[src/rtl/ntbpm_pkg.sv]
// package of offsets, field positions and reset values for the power regs
package ntbpm_pkg;

	// ==========================================================
	// register byte addresses
	localparam logic [11:0] NTBPM_CAP_OFFSET   = 12'h0f0;
	localparam logic [11:0] NTBPM_CSR_OFFSET   = 12'h0f4;
	localparam logic [11:0] NTBPM_LOCK_OFFSET  = 12'h0f8;

	// ==========================================================
	// capability fields
	localparam int NTBPM_CAPID_LSB      = 0;
	localparam int NTBPM_NEXT_LSB       = 8;
	localparam int NTBPM_VER_LSB        = 16;
	localparam int NTBPM_SPECIAL_POS    = 21;
	localparam int NTBPM_AUX_LSB        = 22;
	localparam int NTBPM_D1_POS         = 25;
	localparam int NTBPM_D2_POS         = 26;
	localparam int NTBPM_PME_LSB        = 27;
	localparam logic [7:0] NTBPM_CAPID_VAL = 8'h01;
	localparam logic [7:0] NTBPM_NEXT_VAL  = 8'h00;
	localparam logic [2:0] NTBPM_VER_VAL   = 3'h2;
	localparam logic       NTBPM_SPECIAL_RST = 1'b0;

	// ==========================================================
	// control and status fields
	localparam int NTBPM_PWR_STATE_LSB  = 0;
	localparam int NTBPM_EVT_EN_POS     = 8;
	localparam int NTBPM_DATA_SEL_LSB   = 9;
	localparam int NTBPM_DATA_SCALE_LSB = 13;
	localparam int NTBPM_EVT_ST_POS     = 15;
	localparam int NTBPM_BUS_LOW_POS    = 22;
	localparam int NTBPM_BPCC_POS       = 23;
	localparam int NTBPM_DATA_LSB       = 24;

	// power state codes
	typedef enum logic [1:0] {
		NTBPM_D0    = 2'h0,
		NTBPM_D1    = 2'h1,
		NTBPM_D2    = 2'h2,
		NTBPM_D3HOT = 2'h3
	} ntbpm_pwr_state_type;
	localparam logic [1:0] NTBPM_PWR_STATE_RST = 2'h0;

	// ==========================================================
	// bus response codes
	localparam logic [1:0] NTBPM_RESP_OKAY   = 2'h0;
	localparam logic [1:0] NTBPM_RESP_SLVERR = 2'h2;

endpackage : ntbpm_pkg

[src/rtl/ntbpm_field_reg.sv]
// small writable field register with a single write enable
module ntbpm_field_reg
#(
	parameter int          WIDTH = 2,
	parameter logic [WIDTH-1:0] RESET = '0
)
(
	input  wire logic             clk,
	input  wire logic             rst_n,
	input  wire logic             wr_en,
	input  wire logic [WIDTH-1:0] wr_val,
	output      logic [WIDTH-1:0] val_q
);

	logic [WIDTH-1:0] val_d;

	// ==========================================================
	// next value
	always_comb
	begin
		val_d = val_q;
		if (wr_en)
		begin
			val_d = wr_val;
		end
	end

	// storage
	always_ff @(posedge clk or negedge rst_n)
	begin
		if (!rst_n)
		begin
			val_q <= RESET;
		end
		else
		begin
			val_q <= val_d;
		end
	end

endmodule : ntbpm_field_reg

[src/rtl/ntbpm_regs.sv]
// power management capability and control/status registers, axi4-lite slave
module ntbpm_regs
(
	input  wire logic        clk,
	input  wire logic        rst_n,
	// write address channel
	input  wire logic [11:0] s_axi_awaddr,
	input  wire logic        s_axi_awvalid,
	output      logic        s_axi_awready,
	// write data channel
	input  wire logic [31:0] s_axi_wdata,
	input  wire logic [3:0]  s_axi_wstrb,
	input  wire logic        s_axi_wvalid,
	output      logic        s_axi_wready,
	// write response channel
	output      logic [1:0]  s_axi_bresp,
	output      logic        s_axi_bvalid,
	input  wire logic        s_axi_bready,
	// read address channel
	input  wire logic [11:0] s_axi_araddr,
	input  wire logic        s_axi_arvalid,
	output      logic        s_axi_arready,
	// read data channel
	output      logic [31:0] s_axi_rdata,
	output      logic [1:0]  s_axi_rresp,
	output      logic        s_axi_rvalid,
	input  wire logic        s_axi_rready,
	// current power state for the rest of the endpoint
	output      logic [1:0]  power_state_field
);

	// ==========================================================
	// write channel capture
	logic        aw_held_q, aw_held_d;
	logic [11:0] aw_addr_q, aw_addr_d;
	logic        w_held_q,  w_held_d;
	logic [31:0] w_data_q,  w_data_d;
	logic [3:0]  w_strb_q,  w_strb_d;
	logic        bvalid_q,  bvalid_d;
	logic [1:0]  bresp_q,   bresp_d;
	logic        awready_q, awready_d;
	logic        wready_q,  wready_d;
	logic        do_write;
	logic        write_hit;

	// readies are registered so every port leaves from a flop
	assign s_axi_awready = awready_q;
	assign s_axi_wready  = wready_q;
	assign do_write      = aw_held_q & w_held_q & ~bvalid_q;

	// write side next values
	always_comb
	begin
		aw_held_d = aw_held_q;
		aw_addr_d = aw_addr_q;
		w_held_d  = w_held_q;
		w_data_d  = w_data_q;
		w_strb_d  = w_strb_q;
		bvalid_d  = bvalid_q;
		bresp_d   = bresp_q;
		if (s_axi_awvalid && s_axi_awready)
		begin
			aw_held_d = 1'b1;
			aw_addr_d = s_axi_awaddr;
		end
		if (s_axi_wvalid && s_axi_wready)
		begin
			w_held_d = 1'b1;
			w_data_d = s_axi_wdata;
			w_strb_d = s_axi_wstrb;
		end
		if (do_write)
		begin
			aw_held_d = 1'b0;
			w_held_d  = 1'b0;
			bvalid_d  = 1'b1;
			bresp_d   = write_hit ? ntbpm_pkg::NTBPM_RESP_OKAY
			                      : ntbpm_pkg::NTBPM_RESP_SLVERR;
		end
		else if (bvalid_q && s_axi_bready)
		begin
			bvalid_d = 1'b0;
		end
		// each ready only while its own channel holds nothing and no answer is pending, so one write is in flight
		awready_d = ~aw_held_d & ~bvalid_d;
		wready_d  = ~w_held_d & ~bvalid_d;
	end

	// write side registers
	always_ff @(posedge clk or negedge rst_n)
	begin
		if (!rst_n)
		begin
			aw_held_q <= 1'b0;
			aw_addr_q <= 12'h000;
			w_held_q  <= 1'b0;
			w_data_q  <= 32'h0000_0000;
			w_strb_q  <= 4'h0;
			bvalid_q  <= 1'b0;
			bresp_q   <= 2'h0;
			awready_q <= 1'b1;
			wready_q  <= 1'b1;
		end
		else
		begin
			aw_held_q <= aw_held_d;
			aw_addr_q <= aw_addr_d;
			w_held_q  <= w_held_d;
			w_data_q  <= w_data_d;
			w_strb_q  <= w_strb_d;
			bvalid_q  <= bvalid_d;
			bresp_q   <= bresp_d;
			awready_q <= awready_d;
			wready_q  <= wready_d;
		end
	end

	assign s_axi_bvalid = bvalid_q;
	assign s_axi_bresp  = bresp_q;

	// ==========================================================
	// write decode
	logic [9:0] wr_word;
	logic       wr_cap, wr_csr, wr_lock;
	assign wr_word   = aw_addr_q[11:2];
	assign wr_cap    = (wr_word == ntbpm_pkg::NTBPM_CAP_OFFSET[11:2]);
	assign wr_csr    = (wr_word == ntbpm_pkg::NTBPM_CSR_OFFSET[11:2]);
	assign wr_lock   = (wr_word == ntbpm_pkg::NTBPM_LOCK_OFFSET[11:2]);
	assign write_hit = wr_cap | wr_csr | wr_lock;

	// ==========================================================
	// special-init bit with its write lock
	logic special_init_needed;
	logic special_lock_q;
	logic special_lock_d;
	logic special_wr;

	// lock is sticky until reset: once set the capability bit is frozen
	always_comb
	begin
		special_lock_d = special_lock_q;
		if (do_write && wr_lock && w_strb_q[0] && w_data_q[0])
		begin
			special_lock_d = 1'b1;
		end
	end

	always_ff @(posedge clk or negedge rst_n)
	begin
		if (!rst_n)
		begin
			special_lock_q <= 1'b0;
		end
		else
		begin
			special_lock_q <= special_lock_d;
		end
	end

	assign special_wr = do_write & wr_cap & w_strb_q[2] & ~special_lock_q;

	// resets to zero: no extra initialisation step is asked of software
	ntbpm_field_reg
	#(
		.WIDTH (1),
		.RESET (ntbpm_pkg::NTBPM_SPECIAL_RST)
	)
	u_special
	(
		.clk    (clk),
		.rst_n  (rst_n),
		.wr_en  (special_wr),
		.wr_val (w_data_q[ntbpm_pkg::NTBPM_SPECIAL_POS]),
		.val_q  (special_init_needed)
	);

	// ==========================================================
	// power state field
	logic [1:0] pwr_q;
	logic [1:0] pwr_wr_val;
	logic       pwr_legal;
	logic       pwr_wr;

	assign pwr_wr_val = w_data_q[ntbpm_pkg::NTBPM_PWR_STATE_LSB +: 2];
	// codes for d1 and d2 are reserved, so a write of them is dropped
	assign pwr_legal  = (pwr_wr_val == ntbpm_pkg::NTBPM_D0) ||
	                    (pwr_wr_val == ntbpm_pkg::NTBPM_D3HOT);
	assign pwr_wr     = do_write & wr_csr & w_strb_q[0] &
	                    pwr_legal;

	ntbpm_field_reg
	#(
		.WIDTH (2),
		.RESET (ntbpm_pkg::NTBPM_PWR_STATE_RST)
	)
	u_pwr_state
	(
		.clk    (clk),
		.rst_n  (rst_n),
		.wr_en  (pwr_wr),
		.wr_val (pwr_wr_val),
		.val_q  (pwr_q)
	);

	assign power_state_field = pwr_q;

	// ==========================================================
	// read images; every bit not placed here is hardwired zero
	logic [31:0] cap_image;
	logic [31:0] csr_image;
	logic [31:0] lock_image;

	always_comb
	begin
		cap_image = 32'h0000_0000;
		cap_image[ntbpm_pkg::NTBPM_CAPID_LSB +: 8] =
			ntbpm_pkg::NTBPM_CAPID_VAL;
		cap_image[ntbpm_pkg::NTBPM_NEXT_LSB +: 8] = ntbpm_pkg::NTBPM_NEXT_VAL;
		cap_image[ntbpm_pkg::NTBPM_VER_LSB +: 3]  = ntbpm_pkg::NTBPM_VER_VAL;
		cap_image[ntbpm_pkg::NTBPM_SPECIAL_POS]   = special_init_needed;
		// event enable/status, data fields and bus bits stay zero
		csr_image = 32'h0000_0000;
		csr_image[ntbpm_pkg::NTBPM_PWR_STATE_LSB +: 2] = pwr_q;
		csr_image[ntbpm_pkg::NTBPM_BUS_LOW_POS] = 1'b0;
		csr_image[ntbpm_pkg::NTBPM_BPCC_POS] = 1'b0;
		lock_image    = 32'h0000_0000;
		lock_image[0] = special_lock_q;
	end

	// ==========================================================
	// read channel
	logic        rvalid_q, rvalid_d;
	logic        arready_q, arready_d;
	logic [31:0] rdata_q,  rdata_d;
	logic [1:0]  rresp_q,  rresp_d;
	logic [9:0]  rd_word;

	assign s_axi_arready = arready_q;
	assign rd_word       = s_axi_araddr[11:2];

	// one read in flight; data registered on the accept edge
	always_comb
	begin
		rvalid_d = rvalid_q;
		rdata_d  = rdata_q;
		rresp_d  = rresp_q;
		if (s_axi_arvalid && s_axi_arready)
		begin
			rvalid_d = 1'b1;
			rresp_d  = ntbpm_pkg::NTBPM_RESP_OKAY;
			if (rd_word == ntbpm_pkg::NTBPM_CAP_OFFSET[11:2])
			begin
				rdata_d = cap_image;
			end
			else if (rd_word == ntbpm_pkg::NTBPM_CSR_OFFSET[11:2])
			begin
				rdata_d = csr_image;
			end
			else if (rd_word == ntbpm_pkg::NTBPM_LOCK_OFFSET[11:2])
			begin
				rdata_d = lock_image;
			end
			else
			begin
				rdata_d = 32'h0000_0000;
				rresp_d = ntbpm_pkg::NTBPM_RESP_SLVERR;
			end
		end
		else if (rvalid_q && s_axi_rready)
		begin
			rvalid_d = 1'b0;
		end
		// no new address while an answer is still pending
		arready_d = ~rvalid_d;
	end

	always_ff @(posedge clk or negedge rst_n)
	begin
		if (!rst_n)
		begin
			rvalid_q <= 1'b0;
			arready_q <= 1'b1;
			rdata_q  <= 32'h0000_0000;
			rresp_q  <= 2'h0;
		end
		else
		begin
			rvalid_q <= rvalid_d;
			arready_q <= arready_d;
			rdata_q  <= rdata_d;
			rresp_q  <= rresp_d;
		end
	end

	assign s_axi_rvalid = rvalid_q;
	assign s_axi_rdata  = rdata_q;
	assign s_axi_rresp  = rresp_q;

endmodule : ntbpm_regs

[config.mk]
export PLATFORM = sky130hd
export DESIGN_NAME = ntbpm_regs
export DESIGN_NICKNAME = d
export VERILOG_FILES = /design/src/rtl/ntbpm_pkg.sv /design/src/rtl/ntbpm_field_reg.sv /design/src/rtl/ntbpm_regs.sv
export SDC_FILE = /design/constraint.sdc
export NUM_CORES = 1
export LEC_CHECK = 0
export BUFFER_PORTS_ARGS = -buffer_cell sky130_fd_sc_hd__buf_4
export CAP_MARGIN = 15
export CORE_MARGIN = 5
export CORE_UTILIZATION = 36
export CTS_CLUSTER_SIZE = 16
export DETAILED_ROUTE_END_ITERATION = 7
export GPL_ROUTABILITY_DRIVEN = 1
export MAX_ROUTING_LAYER = met4
export PLACE_DENSITY = 0.76
export SETUP_SLACK_MARGIN = 0.4
export SYNTH_ARGS = -nofsm -noshare
export SYNTH_HDL_FRONTEND = slang
export SYNTH_HIERARCHICAL = 1
export SYNTH_SLANG_ARGS = --single-unit
[constraint.sdc]
create_clock -name clk -period 1.85 [get_ports clk]
set_input_delay 0.185 -clock clk [delete_from_list [all_inputs] [get_ports clk]]
set_output_delay 0.185 -clock clk [all_outputs]
set_load 0.005 [all_outputs]
=== Word level (Yosys, flattened, before mapping) ===
Index checks and enable logic that the tools add are counted.

* Eq/ne operators: 7
* Multiplexer cells: 15
* Bitwise operators: 18
* Reduce and logical (&&, ||, !) cells: 10

{| class="wikitable"
|+ Operator list
! cell !! number
|-
| $eq A10 B6 Y1 const B || 6
|-
| $mux W22 || 1
|-
| $and A1 B1 Y1 || 10
|-
| $mux W2 || 5
|-
| $mux W1 || 9
|-
| $logic_and A1 B1 Y1 || 8
|-
| $not A1 Y1 || 6
|-
| $eq A2 B2 Y1 const B || 1
|-
| $logic_not A2 Y1 || 1
|-
| $or A1 B1 Y1 || 2
|-
| $logic_or A1 B1 Y1 || 1
|}

* Register bits after elaboration: 84
* Bits of input ports: 67
* Output and inout bits: 43
* Logic and storage cells: 66

=== Logic depth before layout (Yosys ltp) ===
Gate-level depths: netlist of run 1.

* Word-level depth: 5
* Mapped depth: 4
* Mapped depth without buffers: 4

=== Modules after synthesis ===
Netlist of run 1, hierarchy kept.

{| class="wikitable"
|+ Modules (own cells, without submodules)
! module !! instances !! cells an instance !! area an instance (µm²) !! seq. area each (µm²)
|-
| ntbpm_regs || 1 || 123 || 1417.6 || 729.4
|-
| ntbpm_field_reg (u_pwr_state) || 1 || 4 || 72.6 || 50.0
|-
| ntbpm_field_reg (u_special) || 1 || 2 || 40.0 || 25.0
|}

=== Worst setup path before layout of run 1 ===
No wires, ideal clock.

* Path kind: reg2reg
* Start: reg aw_addr_q[9]
* End: reg u_pwr_state.val_q[0]
* Library setup time: 0.125 ns
* Data arrival time: 1.661 ns
* Required time: 1.725 ns
* Slack: 0.065 ns
* Cell stages (with the launch flop): 5
* Path buffers: 0
* Period minus slack after synthesis: 1.785 ns
* Cells stage by stage: dfrtp_1 or4_4 nor4_2 and4_1 mux2_2

* Word-level cells in the longest chain between the ends: 4

{| class="wikitable"
|+ Ends and longest elaborated chain
! element !! line !! RTL
|-
| start: declaration || ntbpm_regs.sv:35 || <nowiki>logic [11:0] aw_addr_q, aw_addr_d;</nowiki>
|-
| start signal: assignment || ntbpm_regs.sv:107 || <nowiki>aw_addr_q <= aw_addr_d;</nowiki>
|-
| $eq A10 B6 Y1 || ntbpm_regs.sv:127 || <nowiki>assign wr_csr = (wr_word == ntbpm_pkg::NTBPM_CSR_OFFSET[11:2]);</nowiki>
|-
| $and A1 B1 Y1 (3 in a row) || ntbpm_regs.sv:188 || <nowiki>assign pwr_wr = do_write & wr_csr & w_strb_q[0] &</nowiki>
|-
| named net pwr_wr || ntbpm_regs.sv:182 || <nowiki>logic pwr_wr;</nowiki>
|-
| end signal: assignment || ntbpm_field_reg.sv:37 || <nowiki>val_q <= val_d;</nowiki>
|-
| end: declaration || ntbpm_field_reg.sv:12 || <nowiki>output logic [WIDTH-1:0] val_q</nowiki>
|}

The timed path passes the listed nets, and every way through them passes these cells.
A chain may end at the register's enable or synchronous reset.

=== Worst setup path after layout of run 1 ===
* Start: reg aw_addr_q[9]
* End: reg u_pwr_state.val_q[1]

The elaborated chain is that of the path after synthesis.

==> results of run 1 <==
-- power groups by stage --
stage	Combinational, mW	Clock (mW)	Sequential (mW)
floorplan	0.415	0	1.08
global placement	0.525	0	1.12
detailed placement	0.539	0	1.13
CTS	0.552	0.541	1.12
global route	0.608	0.571	1.16
finish	0.549	0.512	1.13
-- layout make-up --
| type | count | area share [%] |
|---|---|---|
| clock inverter | 1 | 0.2616 |
| multi-input combinational | 91 | 31.85 |
| sequential | 32 | 42.05 |
| clock buffer | 7 | 3.990 |
| inverter | 4 | 0.7848 |
| timing repair buffer | 45 | 17.79 |
| tap | 50 | 3.270 |
-- metal layers --
metal / GRT usage [%] / up-vias
met5: - / -
met4: 4.660 / 0
met3: 5.741 / 3
met2: 17.79 / 62
met1: 13.01 / 475
li1: - / 492
-- synth_stat cells (all sizes together) (2+ instances only) --
library cell and n:
o21ai 2, nand4 3, nor2 6, nand2 4, dfstp 3, buf 30, a31o 2, dfrtp 29
nor2b 3, mux2 18, a21oi 6, nor4 2, or4 2, inv 4
-- how the worst max path moves through the flow --
stage,from,to,slack (ns),cells past startpoint
2_1_floorplan,aw_addr_q[9],u_pwr_state/val_q[0],0.14,4
3_3_place_gp,aw_addr_q[9],u_pwr_state/val_q[1],0.04,4
3_5_place_dp,aw_addr_q[9],u_pwr_state/val_q[0],0.01,4
4_1_cts,aw_addr_q[9],u_pwr_state/val_q[0],0.03,4
5_1_grt,aw_addr_q[9],u_pwr_state/val_q[1],-0.03,4
6_report,aw_addr_q[9],u_pwr_state/val_q[1],0.04,4
-- metrics by stage --
stage / hold WS (ns) / cells / utilization [%] / instance area (µm²) / TNS (ns)
detailed placement: 0.1457 / 221 / 44.43 / 1803 / 0
finish: 0.1232 / 230 / 47.15 / 1913 / 0
CTS: 0.1082 / 230 / 46.90 / 1903 / 0
global placement: 0.1431 / 221 / 44.43 / 1803 / 0
floorplan: -0.1106 / 158 / - / 1639 / 0
global route: 0.1021 / 230 / 47.15 / 1913 / -0.04878
-- registers in the layout (all words and copies together), names as in the netlist --
signal and cells:
u_pwr_state/val_q 2, w_held_q 1, s_axi_rvalid 1, s_axi_wready 1, aw_addr_q 10, u_special/val_q 1, s_axi_rresp 1, s_axi_bvalid 1
aw_held_q 1, w_strb_q 2, s_axi_arready 1, w_data_q 3, s_axi_awready 1, s_axi_rdata 4, special_lock_q 1, s_axi_bresp 1
-- worst register-to-register path, stage by stage (launching register included) --
cell and delay [ns]:
dfrtp_1 0.38, or4_4 0.56, nor4_4 0.17, and4_4 0.28, mux2_4 0.30
-- cell families (layout without fill, tap and decap cells) --
| logic type | after synthesis | after routing | synth area share [%] |
|---|---|---|---|
| multiplexers | 18 | 18 | 13.49 |
| AO/OA/AOI/OAI | 14 | 14 | 5.888 |
| flip-flops | 32 | 32 | 52.58 |
| other | 1 | 30 | 0.2451 |
| XOR/XNOR | 1 | 1 | 0.5725 |
| AND/OR/NAND/NOR | 28 | 28 | 11.28 |
| buffers and inverters | 35 | 57 | 15.94 |
-- repair_timing --
| action | in CTS | in global routing |
|---|---|---|
| resized for setup | 1 | 3 |
| hold buffers | 1 | 0 |
| setup endpoints to repair | 3 | 3 |
| pin swaps | 1 | 0 |
| hold endpoints to repair | 29 | 0 |
==> results by group, run 1 <==
Synth
  – Post-Syn Instances: roughly 130
  – Synth Area per Inst: ~12 µm²
  – Synth Cell Area: about 1500 µm²
  – Yosys reg bits: 32
  – Number of synthesized flops with an enable pin: 0
  – FFs w/ async S/R, synth: between 90% and 100%
  – Post-synthesis sequential area ratio: a little over half
  – Post-synth top flop: dfrtp_1
  – Warnings from Yosys: 6
  – Yosys cell types: 32
  – Synth top area cells: dfrtp_1 47%, buf_4 15%, mux2_2 13%
  – Synth top area share: 47.42%
  – Yosys top cell by area: dfrtp_1

Placement
  – Pre-CTS WS: roughly 0.010 ns
  – GPL Wtd Cong: around 0.75
  – Post-DP HPWL: roughly 2300 µm
  – Port Buffers: 44

CTS
  – Worst-Skew Late Latency: 0.29 ns
  – CTS Buf Count: 5
  – CTS max path bufs: 2
  – TritonCTS clock tree: done
  – Root buf cell: clkbuf_8
  – H-Tree Depth: 2
  – Clock-pin slew on the worst setup and hold paths: 0.07 ns
  – Sinks on the clock net: 32
  – Setup bufs post-CTS: 0

Global routing
  – Total track usage: approximately an eighth
  – First-pass GRT wire length: 4643 µm
  – Total grt overflow: 0
  – Vias in the first global route: ~1000
  – Largest net degree at the start of global routing: 33
  – Initial antenna violation count: 0

Cells and area
  – Most common cell after layout, fill and taps aside: buf_4
  – Share of cells above drive strength 1: 43.33%
  – Commonest cells after routing, fill and taps aside: 44 x buf_4, 30 x conb_1, 29 x dfrtp_1
  – Antenna diode count: 0
  – Nets@finish: ~250
  – Area Growth Syn to Fin: 25.02%
  – # fillers: 400
  – Seq. cell area: 804.5 µm²
  – Footprint of the multi-input gates: 609.3 µm²

STA
  – RSZ-0062 raised after global routing: yes
  – Final setup vio count: 0
  – Min Clock Period, post-route: ~1.8 ns
  – Hold Violations, Final: 0
  – Highest clock rate: 552.6 MHz
  – Final Skew: between 0.009 and 0.01 ns
  – Worst setup margin: roughly 0.040 ns
  – Final Max Tran Viols: 0
  – Final period util: a little over nine tenths

Critical path
  – Crit-path leading delay family: simple AND/OR/NAND/NOR gates
  – Crit start category: flip-flop
  – Critical path class: flip-flop to flip-flop
  – Critical-path cell list: or4_4, nor4_4, and4_4, mux2_4
  – Crit path required time: 2.01 ns
  – Critical path peak fanout: 2
  – WP buf/inv: 0
  – Reg2reg end: u_pwr_state/val_q[1]
  – FF-to-FF setup slack: roughly 0.040 ns
  – Worst EP arrival: about 2.0 ns
  – R2r worst-path depth: 4
  – Max incr delay on CP: 0.56 ns
  – CP max-delay cell: or4_4
  – Crit. End Element: flip-flop
  – RR Startpoint: aw_addr_q[9]

Die
  – DIE WIDTH: roughly 75 µm
  – FP Rows: 23
  – Die height: roughly 75 µm
  – Core area: ~4100 µm²
  – # IOs: 110
  – Die area: around 5700 µm²
  – Initial Util: between 30% and 40%

Detailed routing
  – DRT iter0 DRCs: 43
  – Drt drc: 0
  – Routed wl met2: around 1300 µm
  – DRT met1 WL: between 1000 and 1500 µm
  – Met3 WL post-DR: ~420 µm
  – DRT antenna net count: 0
  – Total Routed Length: around 3100 µm
  – DR vias/cell: between 4 and 5
  – DR vias: a little over 1000
  – WL per Instance: about 13 µm
  – DRT Pass-1 Iters: 3
  – Top Layer Used: met4

Power
  – Sw Pwr: 640.4 µW
  – Lkg Pwr: 0.9423 nW
  – Sw Share: approximately 29%
  – Peak supply drop: around 0.72 mV
  – Total power: 2.186 mW
  – Pwr dens: approximately 1100 nW/µm²
  – Clock power frac: between 20% and 30%
  – Sequential power share: about half
  – Internal power: ~1.5 mW
  – Combinational Power Share: roughly a quarter

Min path
  – Hold Crit Start: s_axi_awaddr[6]
  – Worst hold stages: 2
  – Hold EP: aw_addr_q[6]
  – Hold Path Class: input port to flip-flop

Status
  – Status: complete, no violations

Job
  – Max-cap violations: 0
Note: power is estimated with default switching activity, not from simulation.
==> inputs of run 2 (changes only) <==
--- a/config.mk
+++ b/config.mk
@@ -13,7 +13,7 @@
 export DETAILED_ROUTE_END_ITERATION = 7
 export GPL_ROUTABILITY_DRIVEN = 1
 export MAX_ROUTING_LAYER = met4
-export PLACE_DENSITY = 0.76
+export PLACE_DENSITY = 0.8
 export SETUP_SLACK_MARGIN = 0.4
 export SYNTH_ARGS = -nofsm -noshare
 export SYNTH_HDL_FRONTEND = slang
==> results by group, run 2 (synthesized netlist as in run 1, its figures left out) <==
STA
  – Setup TNS Final: 0 ns (unchanged)
  – Final setup vio count: 0 (unchanged)
  – Final Max Tran Viols: 0 (unchanged)
  – Highest clock rate: 553.8 MHz (was 552.6 MHz)
  – Hold Violations, Final: 0 (unchanged)
  – Final period util: 97.61% (was 97.83%)
  – Final Skew: 0.008419 ns (was 0.009711 ns)
  – Min Clock Period, post-route: 1.806 ns (was 1.810 ns)
  – Hold Slack: 0.1191 ns (was 0.1232 ns)
  – RSZ-0062 raised after global routing: yes (unchanged)

Critical path
  – Worst EP arrival: 1.97 ns (about the same)
  – RR Startpoint: aw_addr_q[10] (was aw_addr_q[9])
  – Critical path peak fanout: 2 (unchanged)
  – Worst Setup SP: aw_addr_q[10] (was aw_addr_q[9])
  – Crit start category: flip-flop (unchanged)
  – Crit. End Element: flip-flop (unchanged)
  – R2r worst-path depth: 4 (unchanged)
  – Critical path class: flip-flop to flip-flop (unchanged)
  – Crit path required time: 2.01 ns (about the same)
  – FF-to-FF setup slack: 0.04 ns (about the same)
  – Reg2reg end: u_pwr_state/val_q[1] (unchanged)

Detailed routing
  – Total Routed Length: 3095 µm (was 3074 µm)
  – Routed wl met2: 1492 µm (was 1337 µm)
  – DR vias: 1036 (was 1032)
  – DRT antenna net count: 0 (unchanged)
  – Top Layer Used: met4 (unchanged)
  – Met3 WL post-DR: 433 µm (was 424 µm)
  – DR vias/cell: 4.504 (was 4.487)
  – DRT Pass-1 Iters: 3 (unchanged)
  – Drt drc: 0 (unchanged)
  – DRT met1 WL: 1151 µm (was 1270 µm)
  – DRT iter0 DRCs: 29 (was 43)
  – WL per Instance: 13.46 µm (was 13.37 µm)

Power
  – Lkg Pwr: 0.9397 nW (was 0.9423 nW)
  – Combinational Power Share: 25.2% (was 25.1%)
  – Clock power frac: 23.4% (about the same)
  – Sequential power share: 51.4% (was 51.5%)
  – Sw Share: 29.20% (was 29.29%)
  – Pwr dens: 1147 nW/µm² (was 1143 nW/µm²)
  – Peak supply drop: 0.6802 mV (was 0.7162 mV)
  – Sw Pwr: 637.4 µW (was 640.4 µW)
  – Internal power: 1.546 mW (about the same)

Global routing
  – Total track usage: 11.49% (was 11.64%)
  – Largest net degree at the start of global routing: 33 (unchanged)
  – Vias in the first global route: 1035 (unchanged)
  – First-pass GRT wire length: 4643 µm (unchanged)
  – Total grt overflow: 0 (unchanged)
  – Initial antenna violation count: 0 (unchanged)

Die
  – # IOs: 110 (unchanged)
  – Initial Util: 37.71% (unchanged)
  – Core area: 4058 µm² (unchanged)
  – DIE WIDTH: 75.20 µm (unchanged)
  – FP Rows: 23 (unchanged)
  – Die area: 5654 µm² (unchanged)
  – Die height: 75.20 µm (unchanged)

Cells and area
  – Share of cells above drive strength 1: 42.78% (was 43.33%)
  – Max FFs per register: 10 (unchanged)
  – Nets@finish: 246 (unchanged)
  – Commonest cells after routing, fill and taps aside: 44 x buf_4, 30 x conb_1, 29 x dfrtp_1 (unchanged)
  – Post-layout util: 46.90% (was 47.15%)
  – Most common cell after layout, fill and taps aside: buf_4 (unchanged)
  – Non-Filler Instances: 230 (unchanged)
  – Finished Cell Area: 1903 µm² (was 1913 µm²)
  – Area Growth Syn to Fin: 24.37% (was 25.02%)
  – # fillers: 395 (was 400)
  – Antenna diode count: 0 (unchanged)
  – Most flops, register: aw_addr_q (unchanged)

Min path
  – Hold Path Class: input port to flip-flop (unchanged)
  – Worst hold stages: 2 (unchanged)
  – Hold Crit Start: s_axi_rready (was s_axi_awaddr[6])
  – Hold EP: s_axi_rvalid (was aw_addr_q[6])

CTS
  – CTS Buf Count: 5 (unchanged)
  – H-Tree Depth: 2 (unchanged)
  – Worst-Skew Late Latency: 0.28 ns (was 0.29 ns)
  – CTS max path bufs: 2 (unchanged)
  – Root buf cell: clkbuf_8 (unchanged)
  – Sinks on the clock net: 32 (unchanged)
  – Setup bufs post-CTS: 0 (unchanged)
  – TritonCTS clock tree: done (unchanged)
  – Clock-pin slew on the worst setup and hold paths: 0.06 ns (was 0.07 ns)

Placement
  – GPL Wtd Cong: 0.7422 (was 0.7541)
  – Port Buffers: 44 (unchanged)
  – Post-DP HPWL: 2408 µm (was 2301 µm)
  – Placed Area: 1803 µm² (unchanged)
  – Dpl cells: 221 (unchanged)

Status
  – Status: complete, no violations (unchanged)

Job
  – Max-cap violations: 0 (unchanged)
## run 2: cell counts in the layout (fill, tap and decap cells not counted)
Identical to the previous run, type by type.
## run 2: power groups by stage
| stage | Combinational (mW) | Sequential (mW) | Clock (mW) |
|---|---|---|---|
| 3_3_place_gp | 0.524 | 1.12 | 0 |
| 2_1_floorplan | 0.415 | 1.08 | 0 |
| 3_5_place_dp | 0.547 | 1.13 | 0 |
| 6_report | 0.551 | 1.12 | 0.510 |
| 5_1_grt | 0.612 | 1.16 | 0.555 |
| 4_1_cts | 0.560 | 1.12 | 0.525 |
## run 2: per-layer routing
metal  vias up  GRT usage (%)
met5         -              -
met4         0          2.330
met3         4          5.340
met2        61          19.15
met1       487          12.68
li1        484              -
## run 2: worst max path at each step
| stage | end | slack [ns] | cells after the start |
|---|---|---|---|
| 3_3_place_gp | u_pwr_state/val_q[1] | 0.03 | 4 |
| 6_report | u_pwr_state/val_q[1] | 0.04 | 4 |
| 2_1_floorplan | u_pwr_state/val_q[0] | 0.14 | 4 |
| 5_1_grt | u_pwr_state/val_q[1] | -0.02 | 4 |
| 4_1_cts | u_pwr_state/val_q[1] | 0.02 | 4 |
| 3_5_place_dp | u_pwr_state/val_q[1] | 0.007 | 4 |
## run 2: timing repair
item | CTS | global route
hold endpoints to repair | 29 | 0
endpoints found under the setup margin | 3 | 3
hold buffers | 1 | 0
resized for setup | 1 | 0
pin swaps | 2 | 1
## run 2: cell type report
| type | instances | area [µm²] | share of cell area (%) |
|---|---|---|---|
| clock inverters | 1 | 5.005 | 0.2630 |
| clock buffers | 7 | 76.32 | 4.011 |
| well taps | 50 | 62.56 | 3.287 |
| inverters | 4 | 15.01 | 0.7890 |
| repair buffers | 45 | 340.3 | 17.88 |
| multi-input cells | 91 | 599.3 | 31.49 |
| flip-flops and latches | 32 | 804.5 | 42.27 |
## run 2: stage by stage
stage	total power, mW	worst slack [ns]
global placement	1.641	0.02688
global route	2.325	-0.01766
detailed placement	1.676	0.007484
finish	2.183	0.04425
floorplan	1.494	0.1390
CTS	2.209	0.01759
## run 2: worst max-delay path: stages, from the launching register on
cell     delay, ns
dfrtp_1       0.37
or4_4         0.56
nor4_4        0.15
and4_1        0.26
mux2_2        0.34
